### config.mk
export PLATFORM = sky130hd
export DESIGN_NAME = adsq_top
export DESIGN_NICKNAME = d
export VERILOG_FILES = /design/src/design/adsq_pkg.sv /design/src/design/adsq_top.sv
export SDC_FILE = /design/constraint.sdc
export NUM_CORES = 1
export LEC_CHECK = 0
export BUFFER_PORTS_ARGS = -buffer_cell sky130_fd_sc_hd__buf_2
export CAP_MARGIN = 20
export CORE_ASPECT_RATIO = 1.25
export CORE_UTILIZATION = 56
export CTS_CLUSTER_SIZE = 30
export DETAILED_ROUTE_END_ITERATION = 8
export GPL_ROUTABILITY_DRIVEN = 0
export GPL_TIMING_DRIVEN = 0
export PLACE_DENSITY = 0.9
export SYNTH_ARGS = -nofsm -noshare
export SYNTH_HDL_FRONTEND = slang
export SYNTH_SLANG_ARGS = --single-unit
### constraint.sdc
create_clock -name ref_clk_i -period 3.9 [get_ports ref_clk_i]
set_input_delay 0.195 -clock ref_clk_i [delete_from_list [all_inputs] [get_ports ref_clk_i]]
set_output_delay 0.195 -clock ref_clk_i [all_outputs]
set_load 0.01 [all_outputs]
### src/design/adsq_pkg.sv
// Purpose: constants for the converter sequencer control block
// Assumes: 32-bit ahb-lite register bus, one register per word
// Notes:   offsets are byte addresses
package adsq_pkg;
	localparam logic [7:0] ADSQ_CTRL_OFS   = 8'h00;
	localparam logic [7:0] ADSQ_RES0_OFS   = 8'h04;
	localparam logic [7:0] ADSQ_OPT_OFS    = 8'h14;
	localparam logic [7:0] ADSQ_STOP_OFS   = 8'h18;
	localparam int         ADSQ_DONE_BIT   = 7;
	localparam int         ADSQ_SCAN_BIT   = 5;
	localparam int         ADSQ_MULTI_CHANNEL_BIT   = 4;
	localparam int         ADSQ_PWR_BIT    = 7;
	localparam int         ADSQ_CONV_CLOCK_SOURCE_BIT   = 6;
	localparam int         ADSQ_DLY_BIT    = 4;
	localparam logic [7:0] ADSQ_OPT_RST    = 8'h10;
	localparam logic [7:0] ADSQ_OPT_ONCE   = 8'h10;
	localparam logic [7:0] ADSQ_OPT_MASK   = 8'hfb;
	localparam int         ADSQ_ONCE_CYC   = 64;
	localparam int         ADSQ_SAMPLE_CYC = 12;
	localparam int         ADSQ_CONV_CYC   = 32;
	localparam int         ADSQ_NBITS      = 8;
	localparam int         ADSQ_STOP_DLY   = 4000;
	localparam int         ADSQ_STOP_FAST  = 4;
	localparam logic [3:0] ADSQ_CH_REFHI   = 4'hc;
	localparam logic [3:0] ADSQ_CH_REFLO   = 4'hd;
	localparam logic [3:0] ADSQ_CH_HALF    = 4'he;
	typedef enum logic [3:0] {
		ADSQ_IDLE  = 4'b0001,
		ADSQ_SAMP  = 4'b0010,
		ADSQ_CONV  = 4'b0100,
		ADSQ_HOLD  = 4'b1000
	} adsq_state_t;
endpackage

### src/design/adsq_top.sv
// Purpose: sequencer control of an 8-bit successive approximation converter
// Assumes: ahb-lite slave, zero wait states, always OKAY
// Notes:   comp_i is the comparator decision on dac_o, same clock, read direct
//
// Contract
// - select one of 16 sources by chan_select
// - eight comparisons per conversion, msb first
// - copy approximation value to its result register
// - four readable 8-bit result registers
// - result updates never collide with reads
// - clock source select, E clock or rc
// - sequences of four, single or continuous
// - done flag after fourth conversion
// - analog_power_on enables converter
// - protected option bit 4 writes once in 64 cycles, any time in special mode
// - stop exit waits 4000 or four cycles
// - sequence starts one cycle after control write
// - ref_low gives 00, ref_high ff, no overflow
// - channel map, reserved and reference channels
// - single mode fills four results then halts
// - continuous mode overwrites results cyclically
// - input switch closes only for 12 cycles
// - control write clears flag, restarts sequence
// - multi mode converts group of four channels
// - single mode converts one channel four times
// - stop or wait suspends, resample on resume
`timescale 1ns/1ps
module adsq_top
	import adsq_pkg::*;
#(
	parameter int STOP_DLY_CYC = ADSQ_STOP_DLY
) (
	// clock and reset
	input  wire logic        ref_clk_i,
	input  wire logic        reset_i,
	// ahb-lite slave
	input  wire logic        hsel_i,
	input  wire logic [7:0]  haddr_i,
	input  wire logic [1:0]  htrans_i,
	input  wire logic        hwrite_i,
	input  wire logic [2:0]  hsize_i,
	input  wire logic        hready_i,
	input  wire logic [31:0] hwdata_i,
	output logic      [31:0] hrdata_o,
	output logic             hreadyout_o,
	output logic             hresp_o,
	// system mode
	input  wire logic        special_mode_i,
	input  wire logic        low_power_i,
	output logic             cpu_run_o,
	// analog side
	input  wire logic        comp_i,
	output logic      [3:0]  mux_sel_o,
	output logic             sample_o,
	output logic      [7:0]  dac_o,
	output logic             analog_power_on_o,
	output logic             conv_clock_source_o
);
	////////////////////////////////////////////////////////////////////
	adsq_state_t st_q;
	logic        wr_ph_q;
	logic        rd_ph_q;
	logic [7:0]  addr_q;
	logic [5:0]  ctrl_q;
	logic        done_q;
	logic [7:0]  opt_q;
	logic        once_q;
	logic [6:0]  age_q;
	logic        start_q;
	logic [1:0]  idx_q;
	logic [4:0]  cyc_q;
	logic [7:0]  sar_q;
	logic [7:0]  res_q [4];
	logic [4:0]  samp_len_q;
	logic        lp_m_q;
	logic        lp_s_q;
	logic        lp_d_q;
	logic [12:0] stop_cnt_q;
	logic        ctrl_wr;
	logic        take;
	logic [2:0]  bitn;
	////////////////////////////////////////////////////////////////////
	// bus slave
	assign take        = hsel_i & hready_i & htrans_i[1];
	assign hreadyout_o = 1'b1;
	assign hresp_o     = 1'b0;
	assign ctrl_wr     = wr_ph_q & (addr_q == ADSQ_CTRL_OFS);

	always_ff @(posedge ref_clk_i) begin
		if (reset_i) begin
			wr_ph_q <= 1'b0;
			rd_ph_q <= 1'b0;
			addr_q  <= 8'h00;
		end else begin
			wr_ph_q <= take & hwrite_i;
			rd_ph_q <= take & ~hwrite_i;
			addr_q  <= haddr_i;
		end
	end

	// read data from flip-flops, results sampled at address phase
	always_ff @(posedge ref_clk_i) begin
		if (reset_i) begin
			hrdata_o <= 32'h0;
		end else if (take & ~hwrite_i) begin
			case (haddr_i)
				ADSQ_CTRL_OFS: hrdata_o <= {24'h0, done_q, 1'b0, ctrl_q};
				8'h04, 8'h08, 8'h0c, 8'h10: hrdata_o <=
					{24'h0, res_q[2'((haddr_i - ADSQ_RES0_OFS) >> 2)]};
				ADSQ_OPT_OFS:  hrdata_o <= {24'h0, opt_q & ADSQ_OPT_MASK};
				ADSQ_STOP_OFS: hrdata_o <= {31'h0, cpu_run_o};
				default:       hrdata_o <= 32'h0;
			endcase
		end
	end
	////////////////////////////////////////////////////////////////////
	// control register and done flag
	always_ff @(posedge ref_clk_i) begin
		if (reset_i) begin
			ctrl_q  <= 6'h00;
			start_q <= 1'b0;
		end else begin
			start_q <= ctrl_wr;
			if (ctrl_wr) begin
				ctrl_q <= hwdata_i[5:0];
			end
		end
	end

	always_ff @(posedge ref_clk_i) begin
		if (reset_i) begin
			done_q <= 1'b0;
		end else if (ctrl_wr) begin
			done_q <= 1'b0;
		end else if (st_q == ADSQ_CONV && cyc_q == 5'(ADSQ_CONV_CYC - 1)
			&& idx_q == 2'd3 && cpu_run_o && analog_power_on_o
			&& !start_q) begin
			done_q <= 1'b1;
		end
	end
	////////////////////////////////////////////////////////////////////
	// options register with write-once bit 4
	always_ff @(posedge ref_clk_i) begin
		if (reset_i) begin
			opt_q  <= ADSQ_OPT_RST;
			once_q <= 1'b0;
			age_q  <= 7'h0;
		end else begin
			if (age_q != 7'(ADSQ_ONCE_CYC)) begin
				age_q <= age_q + 7'h1;
			end
			if (wr_ph_q && addr_q == ADSQ_OPT_OFS) begin
				opt_q <= (hwdata_i[7:0] & ~ADSQ_OPT_ONCE) |
					(opt_q & ADSQ_OPT_ONCE);
				if (special_mode_i ||
					(!once_q && age_q < 7'(ADSQ_ONCE_CYC))) begin
					opt_q[ADSQ_DLY_BIT] <= hwdata_i[ADSQ_DLY_BIT];
					once_q <= 1'b1;
				end
			end
		end
	end
	assign analog_power_on_o   = opt_q[ADSQ_PWR_BIT];
	assign conv_clock_source_o = opt_q[ADSQ_CONV_CLOCK_SOURCE_BIT];
	////////////////////////////////////////////////////////////////////
	// low power input sync and stop exit delay
	always_ff @(posedge ref_clk_i) begin
		if (reset_i) begin
			lp_m_q   <= 1'b0;
			lp_s_q   <= 1'b0;
			lp_d_q   <= 1'b0;
		end else begin
			lp_m_q   <= low_power_i;
			lp_s_q   <= lp_m_q;
			lp_d_q   <= lp_s_q;
		end
	end

	always_ff @(posedge ref_clk_i) begin
		if (reset_i) begin
			stop_cnt_q <= 13'h0;
		end else if (lp_s_q) begin
			stop_cnt_q <= 13'h0;
		end else if (lp_d_q) begin
			stop_cnt_q <= opt_q[ADSQ_DLY_BIT] ? 13'(STOP_DLY_CYC) :
				13'(ADSQ_STOP_FAST);
		end else if (stop_cnt_q != 13'h0) begin
			stop_cnt_q <= stop_cnt_q - 13'h1;
		end
	end
	assign cpu_run_o = ~lp_s_q & ~lp_d_q & (stop_cnt_q == 13'h0);
	////////////////////////////////////////////////////////////////////
	// conversion sequencer
	assign bitn = 3'(ADSQ_CONV_CYC - 1 - 32'(cyc_q));
	always_ff @(posedge ref_clk_i) begin
		if (reset_i) begin
			st_q  <= ADSQ_IDLE;
			idx_q <= 2'd0;
			cyc_q <= 5'd0;
			sar_q <= 8'h00;
		end else if (start_q) begin
			st_q  <= ADSQ_SAMP;
			idx_q <= 2'd0;
			cyc_q <= 5'd0;
			sar_q <= 8'h80;
		end else begin
			case (st_q)
				ADSQ_IDLE: begin
					cyc_q <= 5'd0;
				end
				ADSQ_SAMP: begin
					if (!cpu_run_o || !analog_power_on_o) begin
						st_q <= ADSQ_HOLD;
					end else begin
						cyc_q <= cyc_q + 5'd1;
						if (cyc_q == 5'(ADSQ_SAMPLE_CYC - 1)) begin
							st_q <= ADSQ_CONV;
						end
					end
				end
				ADSQ_CONV: begin
					if (!cpu_run_o || !analog_power_on_o) begin
						st_q <= ADSQ_HOLD;
					end else begin
						cyc_q <= cyc_q + 5'd1;
						if (cyc_q >= 5'(ADSQ_CONV_CYC - ADSQ_NBITS)) begin
							sar_q[bitn] <= comp_i;
							if (bitn != 3'd0) begin
								sar_q[bitn - 3'd1] <= 1'b1;
							end
						end
						if (cyc_q == 5'(ADSQ_CONV_CYC - 1)) begin
							idx_q <= idx_q + 2'd1;
							cyc_q <= 5'd0;
							sar_q <= 8'h80;
							st_q  <= (idx_q == 2'd3 && !ctrl_q[ADSQ_SCAN_BIT]) ?
								ADSQ_IDLE : ADSQ_SAMP;
						end
					end
				end
				ADSQ_HOLD: begin
					cyc_q <= 5'd0;
					sar_q <= 8'h80;
					if (cpu_run_o && analog_power_on_o) begin
						st_q <= ADSQ_SAMP;
					end
				end
				default: st_q <= ADSQ_IDLE;
			endcase
		end
	end

	// result storage; reads sample in address phase so no collision
	always_ff @(posedge ref_clk_i) begin
		if (reset_i) begin
			for (int i = 0; i < 4; i++) begin
				res_q[i] <= 8'h00;
			end
		end else if (st_q == ADSQ_CONV && cpu_run_o && analog_power_on_o
			&& !start_q && cyc_q == 5'(ADSQ_CONV_CYC - 1)) begin
			res_q[idx_q] <= {sar_q[7:1], comp_i};
		end
	end

	// channel selection
	always_comb begin
		if (ctrl_q[ADSQ_MULTI_CHANNEL_BIT]) begin
			mux_sel_o = {ctrl_q[3:2], idx_q};
		end else begin
			mux_sel_o = ctrl_q[3:0];
		end
	end
	assign sample_o = (st_q == ADSQ_SAMP);
	assign dac_o    = sar_q;

	// sample window length, restarted by a new sequence
	always_ff @(posedge ref_clk_i) begin
		if (reset_i || start_q || !sample_o) begin
			samp_len_q <= 5'd0;
		end else begin
			samp_len_q <= samp_len_q + 5'd1;
		end
	end
	////////////////////////////////////////////////////////////////////
	// checks
	property p_done_after_four;
		@(posedge ref_clk_i) disable iff (reset_i)
		(st_q == ADSQ_CONV && cyc_q == 5'd31 && idx_q == 2'd3 && cpu_run_o
			&& analog_power_on_o && !ctrl_wr && !start_q) |=> done_q;
	endproperty
	a_done_after_four: assert property (p_done_after_four)
		else $error("done flag not set after fourth conversion");

	property p_write_clears;
		@(posedge ref_clk_i) disable iff (reset_i)
		ctrl_wr |=> !done_q ##1 (st_q == ADSQ_SAMP && idx_q == 2'd0);
	endproperty
	a_write_clears: assert property (p_write_clears)
		else $error("control write did not restart sequence");

	property p_sample_len;
		@(posedge ref_clk_i) disable iff (reset_i)
		($fell(sample_o) && st_q == ADSQ_CONV)
			|-> samp_len_q == 5'(ADSQ_SAMPLE_CYC);
	endproperty
	a_sample_len: assert property (p_sample_len)
		else $error("sample window length wrong");

	property p_sample_max;
		@(posedge ref_clk_i) disable iff (reset_i)
		sample_o |-> samp_len_q < 5'(ADSQ_SAMPLE_CYC);
	endproperty
	a_sample_max: assert property (p_sample_max)
		else $error("sample window too long");

	property p_single_halts;
		@(posedge ref_clk_i) disable iff (reset_i)
		(st_q == ADSQ_CONV && cyc_q == 5'd31 && idx_q == 2'd3 && cpu_run_o
			&& analog_power_on_o && !start_q && !ctrl_q[5])
			|=> st_q == ADSQ_IDLE;
	endproperty
	a_single_halts: assert property (p_single_halts)
		else $error("single pass did not halt");

	property p_mux_multi;
		@(posedge ref_clk_i) disable iff (reset_i)
		ctrl_q[4] |-> mux_sel_o == {ctrl_q[3:2], idx_q};
	endproperty
	a_mux_multi: assert property (p_mux_multi)
		else $error("group channel wrong");

	property p_stop_fast;
		@(posedge ref_clk_i) disable iff (reset_i)
		($fell(lp_s_q) && !opt_q[4]) |-> ##[1:6] cpu_run_o;
	endproperty
	a_stop_fast: assert property (p_stop_fast)
		else $error("fast stop exit too slow");

	property p_result_copy;
		@(posedge ref_clk_i) disable iff (reset_i)
		(st_q == ADSQ_CONV && cyc_q == 5'd31 && cpu_run_o
			&& analog_power_on_o && !start_q)
			|=> res_q[$past(idx_q)] == $past({sar_q[7:1], comp_i});
	endproperty
	a_result_copy: assert property (p_result_copy)
		else $error("result not copied");

	property p_start_delay;
		@(posedge ref_clk_i) disable iff (reset_i)
		ctrl_wr |=> start_q;
	endproperty
	a_start_delay: assert property (p_start_delay)
		else $error("start not one cycle after write");
endmodule

* After elaboration in Yosys (flattened, before gate mapping) *
Memory sizes are Yosys's and may differ from the RTL's.
Index checks and enable logic that the tools add are counted.

operators by class
  add/subtract/negate cells = 7
  order comparisons = 6
  equal/unequal tests = 27
  multiplexer cells = 37
  bitwise operators = 14
  reductions and logical operators = 44

operators by type and width
  kind                                                 number
  two-way mux 8 bit                                    6
  == test 8 x 5 -> 1 bit (second input constant)       4
  one-hot mux 8 bit (4 select lines)                   1
  two-way mux 13 bit                                   2
  two-way mux 4 bit                                    5
  == test 8 x 4 -> 1 bit (second input constant)       2
  logical NOT 8 bit                                    2
  one-hot mux 4 bit (4 select lines)                   1
  one-hot mux 8 bit (2 select lines)                   1
  logical AND 1 bit                                    15
  two-way mux 5 bit                                    3
  one-hot mux 5 bit (3 select lines)                   1
  logical NOT 13 bit                                   1
  nonzero test 13 bit                                  1
  subtractor 13 x 1 -> 13 bit (second input constant)  1
  two-way mux 12 bit                                   1
  inequality test 3 bit (second input constant)        4
  AND reduction 3 bit                                  4
  two-way mux 1 bit                                    9
  nonzero test 3 bit                                   3
  bitwise mux 8 bit                                    1
  == test 8 x 3 -> 1 bit (second input constant)       1
  < comparator 3 x 4 -> 1 bit (second input constant)  2
  two-way mux 2 bit                                    4
  34 further kinds                                     60

storage, ports and cells
  register bits after elaboration = 100
  RAM bits = 32
  output and inout port bits = 50
  logic and storage cells = 155
  memories kept = 1

memory list
  name   words  width  rd ports  clocked after Yosys merged registers in  wr ports  line            text
  res_q  4      8      1         0                                        4         adsq_top.sv:73  logic [7:0] res_q [4];

* Depth between registers and ports, before layout *
Gate-level depths: netlist (run 1).

  depth after elaboration = 13
  gate-level depth with buffers = 8
  gate-level depth less buffers = 7

* Worst setup path after synthesis (run 1) *
OpenSTA, ideal clock, no wires.

  path type = reg2reg
  start = register stop_cnt_q[2]
  end = memory res_q[0][0], enable pin
  library setup time = 0.387 ns
  arrival time = 2.498 ns
  slack = 1.016 ns
  cell stages (with the launch flop) = 7
  path buffers = 2
  period minus slack after synthesis = 2.884 ns
  path through = dfxtp_1 > buf_6 > or4_4 > buf_6 > nor4_4 > nand4b_4 > o31ai_1

RTL lines
  what                    line             text
  from (decl)             adsq_top.sv:78   logic [12:0] stop_cnt_q;
  from (signal assigned)  adsq_top.sv:185  stop_cnt_q <= opt_q[ADSQ_DLY_BIT] ? 13'(STOP_DLY_CYC) :
  from (signal assigned)  adsq_top.sv:188  stop_cnt_q <= stop_cnt_q - 13'h1;
  to (decl)               adsq_top.sv:73

==> results of run 1 <==
## state kept, by name (all words and copies together), names as in the netlist, 2 cells and up
| register | cells |
|---|---|
| res_q | 32 |
| stop_cnt_q | 13 |
| addr_q | 8 |
| dac_o | 8 |
| hrdata_o | 8 |
| age_q | 7 |
| opt_q | 7 |
| ctrl_q | 6 |
| cyc_q | 5 |
| st_q | 4 |
| idx_q | 2 |
## through the flow
stage | std cells | worst slack (ns) | power [mW] | util
after floorplan | 608 | 1.02 | 1.88 | -
after global placement | 781 | 0.621 | 2.02 | 0.627
after detailed placement | 781 | 0.502 | 2.05 | 0.627
after CTS | 797 | 0.474 | 3.02 | 0.661
after global routing | 800 | 0.374 | 3.15 | 0.663
final | 800 | 0.566 | 3.04 | 0.663
## synth_stat cells, types with 5 or more instances
| library cell | n |
|---|---|
| inv_1 | 18 |
| and3_1 | 5 |
| or3_1 | 5 |
| nor3_2 | 10 |
| xnor2_1 | 6 |
| nor2_1 | 66 |
| nor2b_1 | 16 |
| mux4_2 | 8 |
| mux2i_1 | 15 |
| a21oi_1 | 23 |
| dfxtp_1 | 75 |
| nor3_1 | 23 |
| o21ai_0 | 37 |
| buf_4 | 28 |
| edfxtp_1 | 32 |
| o311ai_0 | 8 |
| o31ai_1 | 5 |
| nor4b_1 | 5 |
| nand4_1 | 14 |
| xor2_1 | 8 |
| clkbuf_1 | 22 |
| a31oi_1 | 16 |
| nand3_1 | 27 |
| nand2_1 | 32 |
| ha_1 | 13 |
## worst reg2reg max path: stages, from the launching register on
cell      delay [ns]
dfxtp_1         0.38
clkbuf_1        0.37
and3_1          0.23
ha_1            0.26
and3_1          0.18
clkbuf_1        0.32
nand3_2         0.24
o21ai_0         0.96
## placed cells by master (no fill, tap or decap), types with 6 or more instances in the layout
master,count
buf_4,28
nand3_1,27
nor2_1,66
mux2i_1,15
o21ai_0,37
mux4_2,8
xnor2_1,6
dfxtp_1,75
nor3_1,23
clkbuf_16,10
ha_1,13
xor2_1,8
o311ai_0,8
nor3_2,10
clkbuf_1,23
inv_1,18
nor2b_1,16
a21oi_1,23
buf_2,52
edfxtp_1,32
nand4_1,14
conb_1,26
nand2_1,32
a31oi_1,16
## layout make-up
| cell class | count | share of cell area |
|---|---|---|
| plain buffers | 57 | 0.0552 |
| clock buffers | 13 | 0.0442 |
| clock inverters | 3 | 0.00746 |
| inverters | 20 | 0.0118 |
| multi-input cells | 424 | 0.431 |
| flip-flops and latches | 107 | 0.387 |
| well taps | 126 | 0.0247 |
| repair buffers | 50 | 0.0393 |
## routing by layer
layer,GRT usage,wire [um],vias up,share of wire
met2,0.467,7000,246,0.52
li1,-,-,2250,-
met5,0,0,-,0
met1,0.298,5200,2285,0.39
met3,0.0437,852,52,0.063
met4,0.112,446,0,0.033
## logic make-up after synthesis
kind of cell / share of synthesized area
compound gates: 0.128
xor+xnor: 0.0221
fa+ha+maj: 0.0293
buf+inv: 0.0770
flops: 0.444
mux: 0.0637
other cells: 0.00135
simple gates: 0.235
## power groups by stage
stage          logic, mW  clock network [mW]  registers [mW]
2_1_floorplan      0.586                   0            1.29
3_3_place_gp       0.717                   0            1.30
3_5_place_dp       0.744                   0            1.31
4_1_cts            0.754               0.984            1.28
5_1_grt            0.828                1.03            1.29
6_report           0.770               0.983            1.29
## worst max-delay path by stage
stage	to	slack, ns	start
after floorplan	res_q[0][0]	1.02	stop_cnt_q[2]
after global placement	res_q[2][6]	0.62	stop_cnt_q[2]
after detailed placement	res_q[2][6]	0.50	stop_cnt_q[2]
after CTS	res_q[2][6]	0.47	stop_cnt_q[2]
after global routing	res_q[3][5]	0.37	cyc_q[2]
final	res_q[3][4]	0.57	cyc_q[2]
==> run metrics, run 1 <==
Setup crit start kind=flip-flop; Setup Skew=between 0.01 and 0.015 ns; largest net degree at the start of global routing=18; Final nets=~740; Fin Setup TNS=0 ns; clock network power share=0.323; # resized after CTS=0; Post-Syn Area=5540 sq um; Post-CTS Hold Buffers=0; total of max-cap violations=0; first-pass GRT wire length=between 20 and 25 mm; Die Y-Extent=~110 um; Rows=40; drc violations=0; CP peak stage delay=between 0.9 and 1 ns; total grt overflow=0; clk sinks=between 100 and 150; drt wl/cell=around 17 um; P&R area growth vs syn=14.9%; crit path DAT=~3.3 ns; DP Wirelength=slightly below 10 mm; I/O Pins=just over 100; Max-slew headroom=0.246; Pint=roughly 2.1 mW; Worst R2R Path Depth=7; total placed instance area=6030 sq um; delay-heaviest family, CP=compound AO/OA/AOI/OAI gates; CP Depth=7; initial core utilization=0.577; final wirelength=roughly 14 mm; Design Area, Final=between 6000 and 7000 sq um; GRT Total Usage=0.257; #FFs+latches synth=around 110; WS Path Type=flip-flop to flip-flop; Buf+Inv Stages, Crit Path=2; RSZ-0062 raised after global routing=false; initial antenna violation count=0; CTS clk-pin slew, worst paths=0.07 ns; Register Area=approximately 2500 sq um; flop2flop setup slack=approximately 0.57 ns; CTS tree=done; ant diodes=0; number of synthesized flops with an enable pin=32; Final Cycle Share=0.855; Synth Instances=a little under 600; number of global-route vias before repair=4442; CP max FO=10; die footprint=between 10000 and 15000 sq um; Multi-input gate area=around 2700 sq um; Cell variety after synth=67; ys async rst share=0; drt first pass iters=5; setup repair bufs after CTS=0; Syn Area/Cell=around 9.5 sq um; Final Critical Period=~3.3 ns; Max H-tree Level=3; worst hold path startpoint=haddr_i[6]; routed vias/inst=~6.0; Vias=~4800; IO buf count=47; status=completed; register area share after synthesis=0.444; Core Region=slightly below 10000 sq um; die width=between 90 and 100 um; CTS Buffer Depth=2; share of cells above drive strength 1=0.199; r2r startpoint=cyc_q[2]; main flop type after synthesis=dfxtp_1; Skew-Pair Late Insertion Delay=~0.35 ns; Hold Path Stages=2; CTS root buf=clkbuf_16; P_leak=2.55 nW; leading area contributor after synthesis=dfxtp_1; Fillers=721; worst hold margin=0.0770 ns; Hold Path Class=primary input to flip-flop; CP Cell Sequence=clkbuf_1 -> and3_1 -> ha_1 -> and3_1 -> clkbuf_1 -> nand3_2 -> o21ai_0; PwrDens=roughly 480 nW/um^2; Peak VDD IR=between 0.2 and 0.3 mV; Hold Fails Final Rpt=0; Num CTS Buffers=9; Tightest Pin Transition=approximately 1.1 ns; part of the power in registers=0.423; RR Endpoint=res_q[3][4]; most area-consuming cells after synthesis=dfxtp_1 (27%), edfxtp_1 (17%), nor2_1 (4.5%); hold path endpoint=addr_q[6]; slowest CP cell=o21ai_0; Slew Limit Fails=0; crit path capture type=flip-flop; CP required=3.87 ns; switching part of the total=0.309; f_max=0.300 GHz; NetSw=about 940 uW; Combinational Power Share=0.253; synth warn=0; setup violators final=0; Final ANT Viol Nets=0; share of Yosys cell area claimed by the top area cell type=0.271; DRT iter0 DRCs=390
(Power assumes the default switching activity.)
==> inputs of run 2 (changes only) <==
CORE_ASPECT_RATIO = unset   (was 1.25)
MAX_ROUTING_LAYER = met4   (was unset)
==> run metrics, run 2 (synthesis gave the netlist of run 1 again) <==
delay-heaviest family, CP=simple AND/OR/NAND/NOR gates; Final ANT Viol Nets=0 (unchanged); CP Cell Sequence=buf_6 -> or4_4 -> buf_6 -> nor4_4 -> nand4_2 -> o21ai_0 -> buf_2; Tightest Pin Transition=0.767 ns (-0.352 ns); CTS clk-pin slew, worst paths=0.11 ns (+0.04 ns); Final Critical Period=3.10 ns (-0.231 ns); switching part of the total=0.348 (+0.0391); die footprint=10300 sq um (about the same); Vias=4784 (-1.0%); GRT Total Usage=0.271 (+0.0140); Rows=35 (-13%); CP required=3.99 ns (+0.12 ns); Setup crit start kind=flip-flop; Final nets=736 (+0.14%); Setup Skew=0.0120 ns (-0.000623 ns); CTS root buf=clkbuf_8; Fin Setup TNS=0 ns (unchanged); drt wl/cell=16.4 um (-2.8%); Peak VDD IR=0.244 mV (-10%); Max H-tree Level=3 (unchanged); r2r startpoint=stop_cnt_q[2]; Post-Place Setup Slack=0.382 ns (-0.120 ns); Skew-Pair Late Insertion Delay=0.38 ns (+0.03 ns); Pint=1.77 mW (-16%); PwrDens=436 nW/um^2 (-8.7%); commonest non-fill, non-tap cell in the layout=dfxtp_1; Worst Setup Slack, final=0.797 ns (+0.231 ns); Post-Route Utilization=0.663 (about the same); largest net degree at the start of global routing=21 (+3); slowest CP cell=nor4_4; CP peak stage delay=0.54 ns (-0.42 ns); RSZ-0062 raised after global routing=false; Die Y-Extent=101 um (-10%); Core Region=9420 sq um (-2.0%); setup violators final=0 (unchanged); total grt overflow=0 (unchanged); IO buf count=47 (unchanged); status=completed; DRT iter0 DRCs=490 (+26%); ant diodes=0 (unchanged); # resized after CTS=0 (unchanged); Overall Power=2.72 mW (-11%); Top reg by flops=res_q; clock network power share=0.245 (-0.078); P_leak=2.49 nW (-2.3%); Max-slew headroom=0.489 (+0.242); die width=101 um (+12%); worst setup path startpoint=stop_cnt_q[2]; clk sinks=107 (unchanged); part of the power in registers=0.473 (+0.050); Buf+Inv Stages, Crit Path=3 (+1); drc violations=0 (unchanged); initial core utilization=0.589 (+0.0119); Hold Path Class=primary input to flip-flop; most frequent cells in the layout=dfxtp_1 (75), nor2_1 (66), buf_2 (51), o21ai_0 (37); CP most frequent cell=buf_6; share of cells above drive strength 1=0.200 (+0.00119); Num CTS Buffers=9 (unchanged); worst hold path startpoint=low_power_i; CTS Buffer Depth=2 (unchanged); total of max-cap violations=0 (unchanged); Hold Fails Final Rpt=0 (unchanged); number of global-route vias before repair=4397 (-1.0%); DP Wirelength=9.56 mm (-0.60%); WS Path Type=flip-flop to flip-flop; Final Cycle Share=0.796 (-0.0591); Combinational Power Share=0.282 (+0.029); Post-CTS Hold Buffers=0 (unchanged); Slew Limit Fails=0 (unchanged); setup repair bufs after CTS=0 (unchanged); initial antenna violation count=0 (unchanged); P&R area growth vs syn=12.6%; drt first pass iters=5 (unchanged); final wirelength=13.2 mm (-2.3%); crit path DAT=3.19 ns (-0.11 ns); max reg flops=32 (unchanged); f_max=0.322 GHz (+7.4%); Largest regs=res_q x32, stop_cnt_q x13; I/O Pins=103 (unchanged); CP max FO=9 (-1); routed vias/inst=5.95 (-1.5%); crit path capture type=flip-flop; NetSw=946 uW (+0.77%); first-pass GRT wire length=21.0 mm (-0.45%); CTS tree=done
==> run 2: per-layer routing <==
| layer | up-vias | share of wire | GRT usage |
|---|---|---|---|
| met5 | - | 0 | - |
| met2 | 268 | 0.49 | 0.459 |
| met4 | 0 | 0.034 | 0.129 |
| met3 | 50 | 0.085 | 0.0414 |
| li1 | 2246 | - | - |
| met1 | 2220 | 0.39 | 0.317 |
==> run 2: worst register-to-register path: stages (launching register included) <==
cell     delay [ns]
dfxtp_1        0.32
buf_6          0.13
or4_4          0.53
buf_6          0.16
nor4_4         0.54
nand4_2        0.37
o21ai_0        0.48
buf_2          0.28
==> run 2: final cells by class <==
cell class	count	area, sq um
Multi-Input combinational cell	424	2740
Clock inverter	7	63.8
Inverter	20	75.1
Tap cell	129	161
Timing Repair Buffer	51	258
Fill cell	723	3180
Clock buffer	9	124
Sequential cell	107	2460
Buffer	57	352
==> run 2: final timing paths <==
path                                    end  slack, ns  cells after the start
worst min-delay path                 lp_m_q       0.02                      2
worst max register to register  res_q[2][2]       0.80                      7
worst min register to register       lp_s_q       0.45                      1
worst max-delay path            res_q[2][2]       0.80                      7
==> run 2: through the flow <==
stage                     hold slack [ns]  std cells  instance area (sq um)
after floorplan                     0.320        608                   5630
after global placement              0.411        784                   6030
after detailed placement            0.416        784                   6030
after CTS                          0.0203        800                   6220
after global routing               0.0514        804                   6240
final                              0.0186        804                   6240
==> run 2: power by group through the flow <==
stage	clock (mW)	sequential, mW	combinational (mW)
6_report	0.667	1.29	0.767
5_1_grt	0.699	1.30	0.828
4_1_cts	0.661	1.28	0.751
3_5_place_dp	0	1.31	0.743
3_3_place_gp	0	1.30	0.715
2_1_floorplan	0	1.29	0.586
==> inputs of run 3 (changes only) <==
CORE_UTILIZATION = 50   (was 56)
PLACE_DENSITY = 0.86   (was 0.9)
clock period = 2.7 ns   (was 3.9 ns; I/O delays follow)
==> run metrics, run 3 (synthesis gave the netlist of run 1 again) <==
Top reg by flops=res_q; GRT Total Usage=0.241 (-0.0307); switching part of the total=0.329 (-0.0188); Core Region=10800 sq um (+15%); drt wl/cell=16.0 um (-2.4%); number of global-route vias before repair=4433 (+0.82%); CTS tree=done; Hold Fails Final Rpt=0 (unchanged); Num CTS Buffers=9 (unchanged); Final ANT Viol Nets=0 (unchanged); largest net degree at the start of global routing=19 (-9.5%); Final nets=745 (+1.2%); die footprint=11500 sq um (+12%); drt first pass iters=6 (+1); Skew-Pair Late Insertion Delay=0.39 ns (about the same); ant diodes=0 (unchanged); die width=107 um (+5.7%); part of the power in registers=0.455 (-0.018); routed vias/inst=5.77 (-3.0%); DRT iter0 DRCs=471 (-3.9%); P_leak=2.58 nW (+3.6%); initial antenna violation count=0 (unchanged); Peak VDD IR=0.333 mV (+36%); worst hold margin=0.0128 ns (-0.00586 ns); flop2flop setup slack=0.12 ns (-0.68 ns); CP required=2.80 ns (-1.19 ns); NetSw=1.35 mW (+42%); most frequent cells in the layout=dfxtp_1 (75), nor2_1 (65), buf_2 (49), o21ai_0 (35); CTS Buffer Depth=2 (unchanged); Max H-tree Level=3 (unchanged); total grt overflow=0 (unchanged); clk sinks=107 (unchanged); Hold Path Class=primary input to flip-flop; WS Path Type=flip-flop to flip-flop; Fillers=849 (+17%); clock network power share=0.257 (+0.012); Overall Power=4.09 mW (+50%); status=completed; DP Wirelength=9.35 mm (-2.3%); CP max FO=9 (unchanged); Setup crit start kind=flip-flop; Vias=4755 (-0.61%); crit path DAT=2.69 ns (-0.50 ns); CTS clk-pin slew, worst paths=0.11 ns (about the same); Die Y-Extent=107 um (+5.7%); share of cells above drive strength 1=0.212 (+0.0120); Post-Route Utilization=0.599 (-0.0640); f_max=0.387 GHz (+20%); P&R area growth vs syn=17.1%; I/O Pins=103 (unchanged); Max-slew headroom=0.435 (-0.0540); Final Cycle Share=0.957 (+0.162); max reg flops=32 (unchanged); Setup Skew=0.0168 ns (+0.00481 ns); RSZ-0062 raised after global routing=false; Final Critical Period=2.58 ns (-0.519 ns); Rows=38 (+8.6%); drc violations=0 (unchanged); final wirelength=13.2 mm (about the same); Slew Limit Fails=0 (unchanged); Pint=2.74 mW (+55%); IO buf count=47 (unchanged); Non-Filler Instances=824 (+2.5%); Combinational Power Share=0.288 (+0.006); dpl cells=795 (+1.4%); CTS root buf=clkbuf_8; PwrDens=630 nW/um^2 (+45%); first-pass GRT wire length=21.0 mm (-0.20%); commonest non-fill, non-tap cell in the layout=dfxtp_1; initial core utilization=0.511 (-0.0774); crit path capture type=flip-flop; setup violators final=0 (unchanged); Tightest Pin Transition=0.848 ns (+0.0810 ns); total of max-cap violations=0 (unchanged); Largest regs=res_q x32, stop_cnt_q x13
run 3: per-stage QoR:
stage	instance area (sq um)	worst slack, ns	TNS (ns)
3_3_place_gp	6040	-0.487	-11.62
3_5_place_dp	6040	-0.562	-13.94
4_1_cts	6450	0.0605	0
5_1_grt	6490	0.0283	0
6_report	6490	0.115	0
2_1_floorplan	5630	-0.184	-2.95
run 3: layout make-up:
class,instances,area [sq um],share of cell area
Multi-Input combinational cell,424,2820,0.434
Sequential cell,107,2460,0.379
Timing Repair Buffer,61,388,0.0598
Buffer,56,350,0.0540
Clock buffer,12,188,0.0289
Tap cell,140,175,0.0270
Inverter,20,75.1,0.0116
Clock inverter,4,36.3,0.00559
run 3: metal layers:
metal / vias to the layer above / global-route usage / wire length [um]
li1: 2268 / - / -
met1: 2251 / 0.284 / 5400
met2: 204 / 0.408 / 6710
met3: 32 / 0.0333 / 762
met4: 0 / 0.113 / 314
met5: - / - / 0
run 3: worst max-delay path, stage by stage (launching register included):
cell and delay, ns:
dfxtp_1 0.32, buf_6 0.13, or4_4 0.53, buf_6 0.16, nor4_4 0.25, buf_4 0.19, nand4b_4 0.21, o31ai_4 0.36
buf_12 0.16
run 3: power groups by stage:
stage / Combinational [mW] / Clock, mW / Sequential [mW]
2_1_floorplan: 0.847 / 0 / 1.86
3_5_place_dp: 1.07 / 0 / 1.89
4_1_cts: 1.10 / 1.05 / 1.85
6_report: 1.18 / 1.05 / 1.86
3_3_place_gp: 1.04 / 0 / 1.88
5_1_grt: 1.27 / 1.13 / 1.88
run 3: timing repair:
action / CTS / global route
pin swaps: 3 / 2
endpoints found under the hold margin: 10 / 0
buffers inserted: 2 / 3
resized for setup: 10 / 5
endpoints found under the setup margin: 32 / 34
hold buffers: 9 / 0
run 3: path summary, 6_finish.rpt:
| path | startpoint | to | cells after the start |
|---|---|---|---|
| setup / recovery | stop_cnt_q[2] | res_q[1][5] | 8 |
| hold / removal | hwdata_i[3] | ctrl_q[3] | 3 |
| setup reg to reg | stop_cnt_q[2] | res_q[1][5] | 8 |
| hold reg to reg | lp_m_q | lp_s_q | 1 |
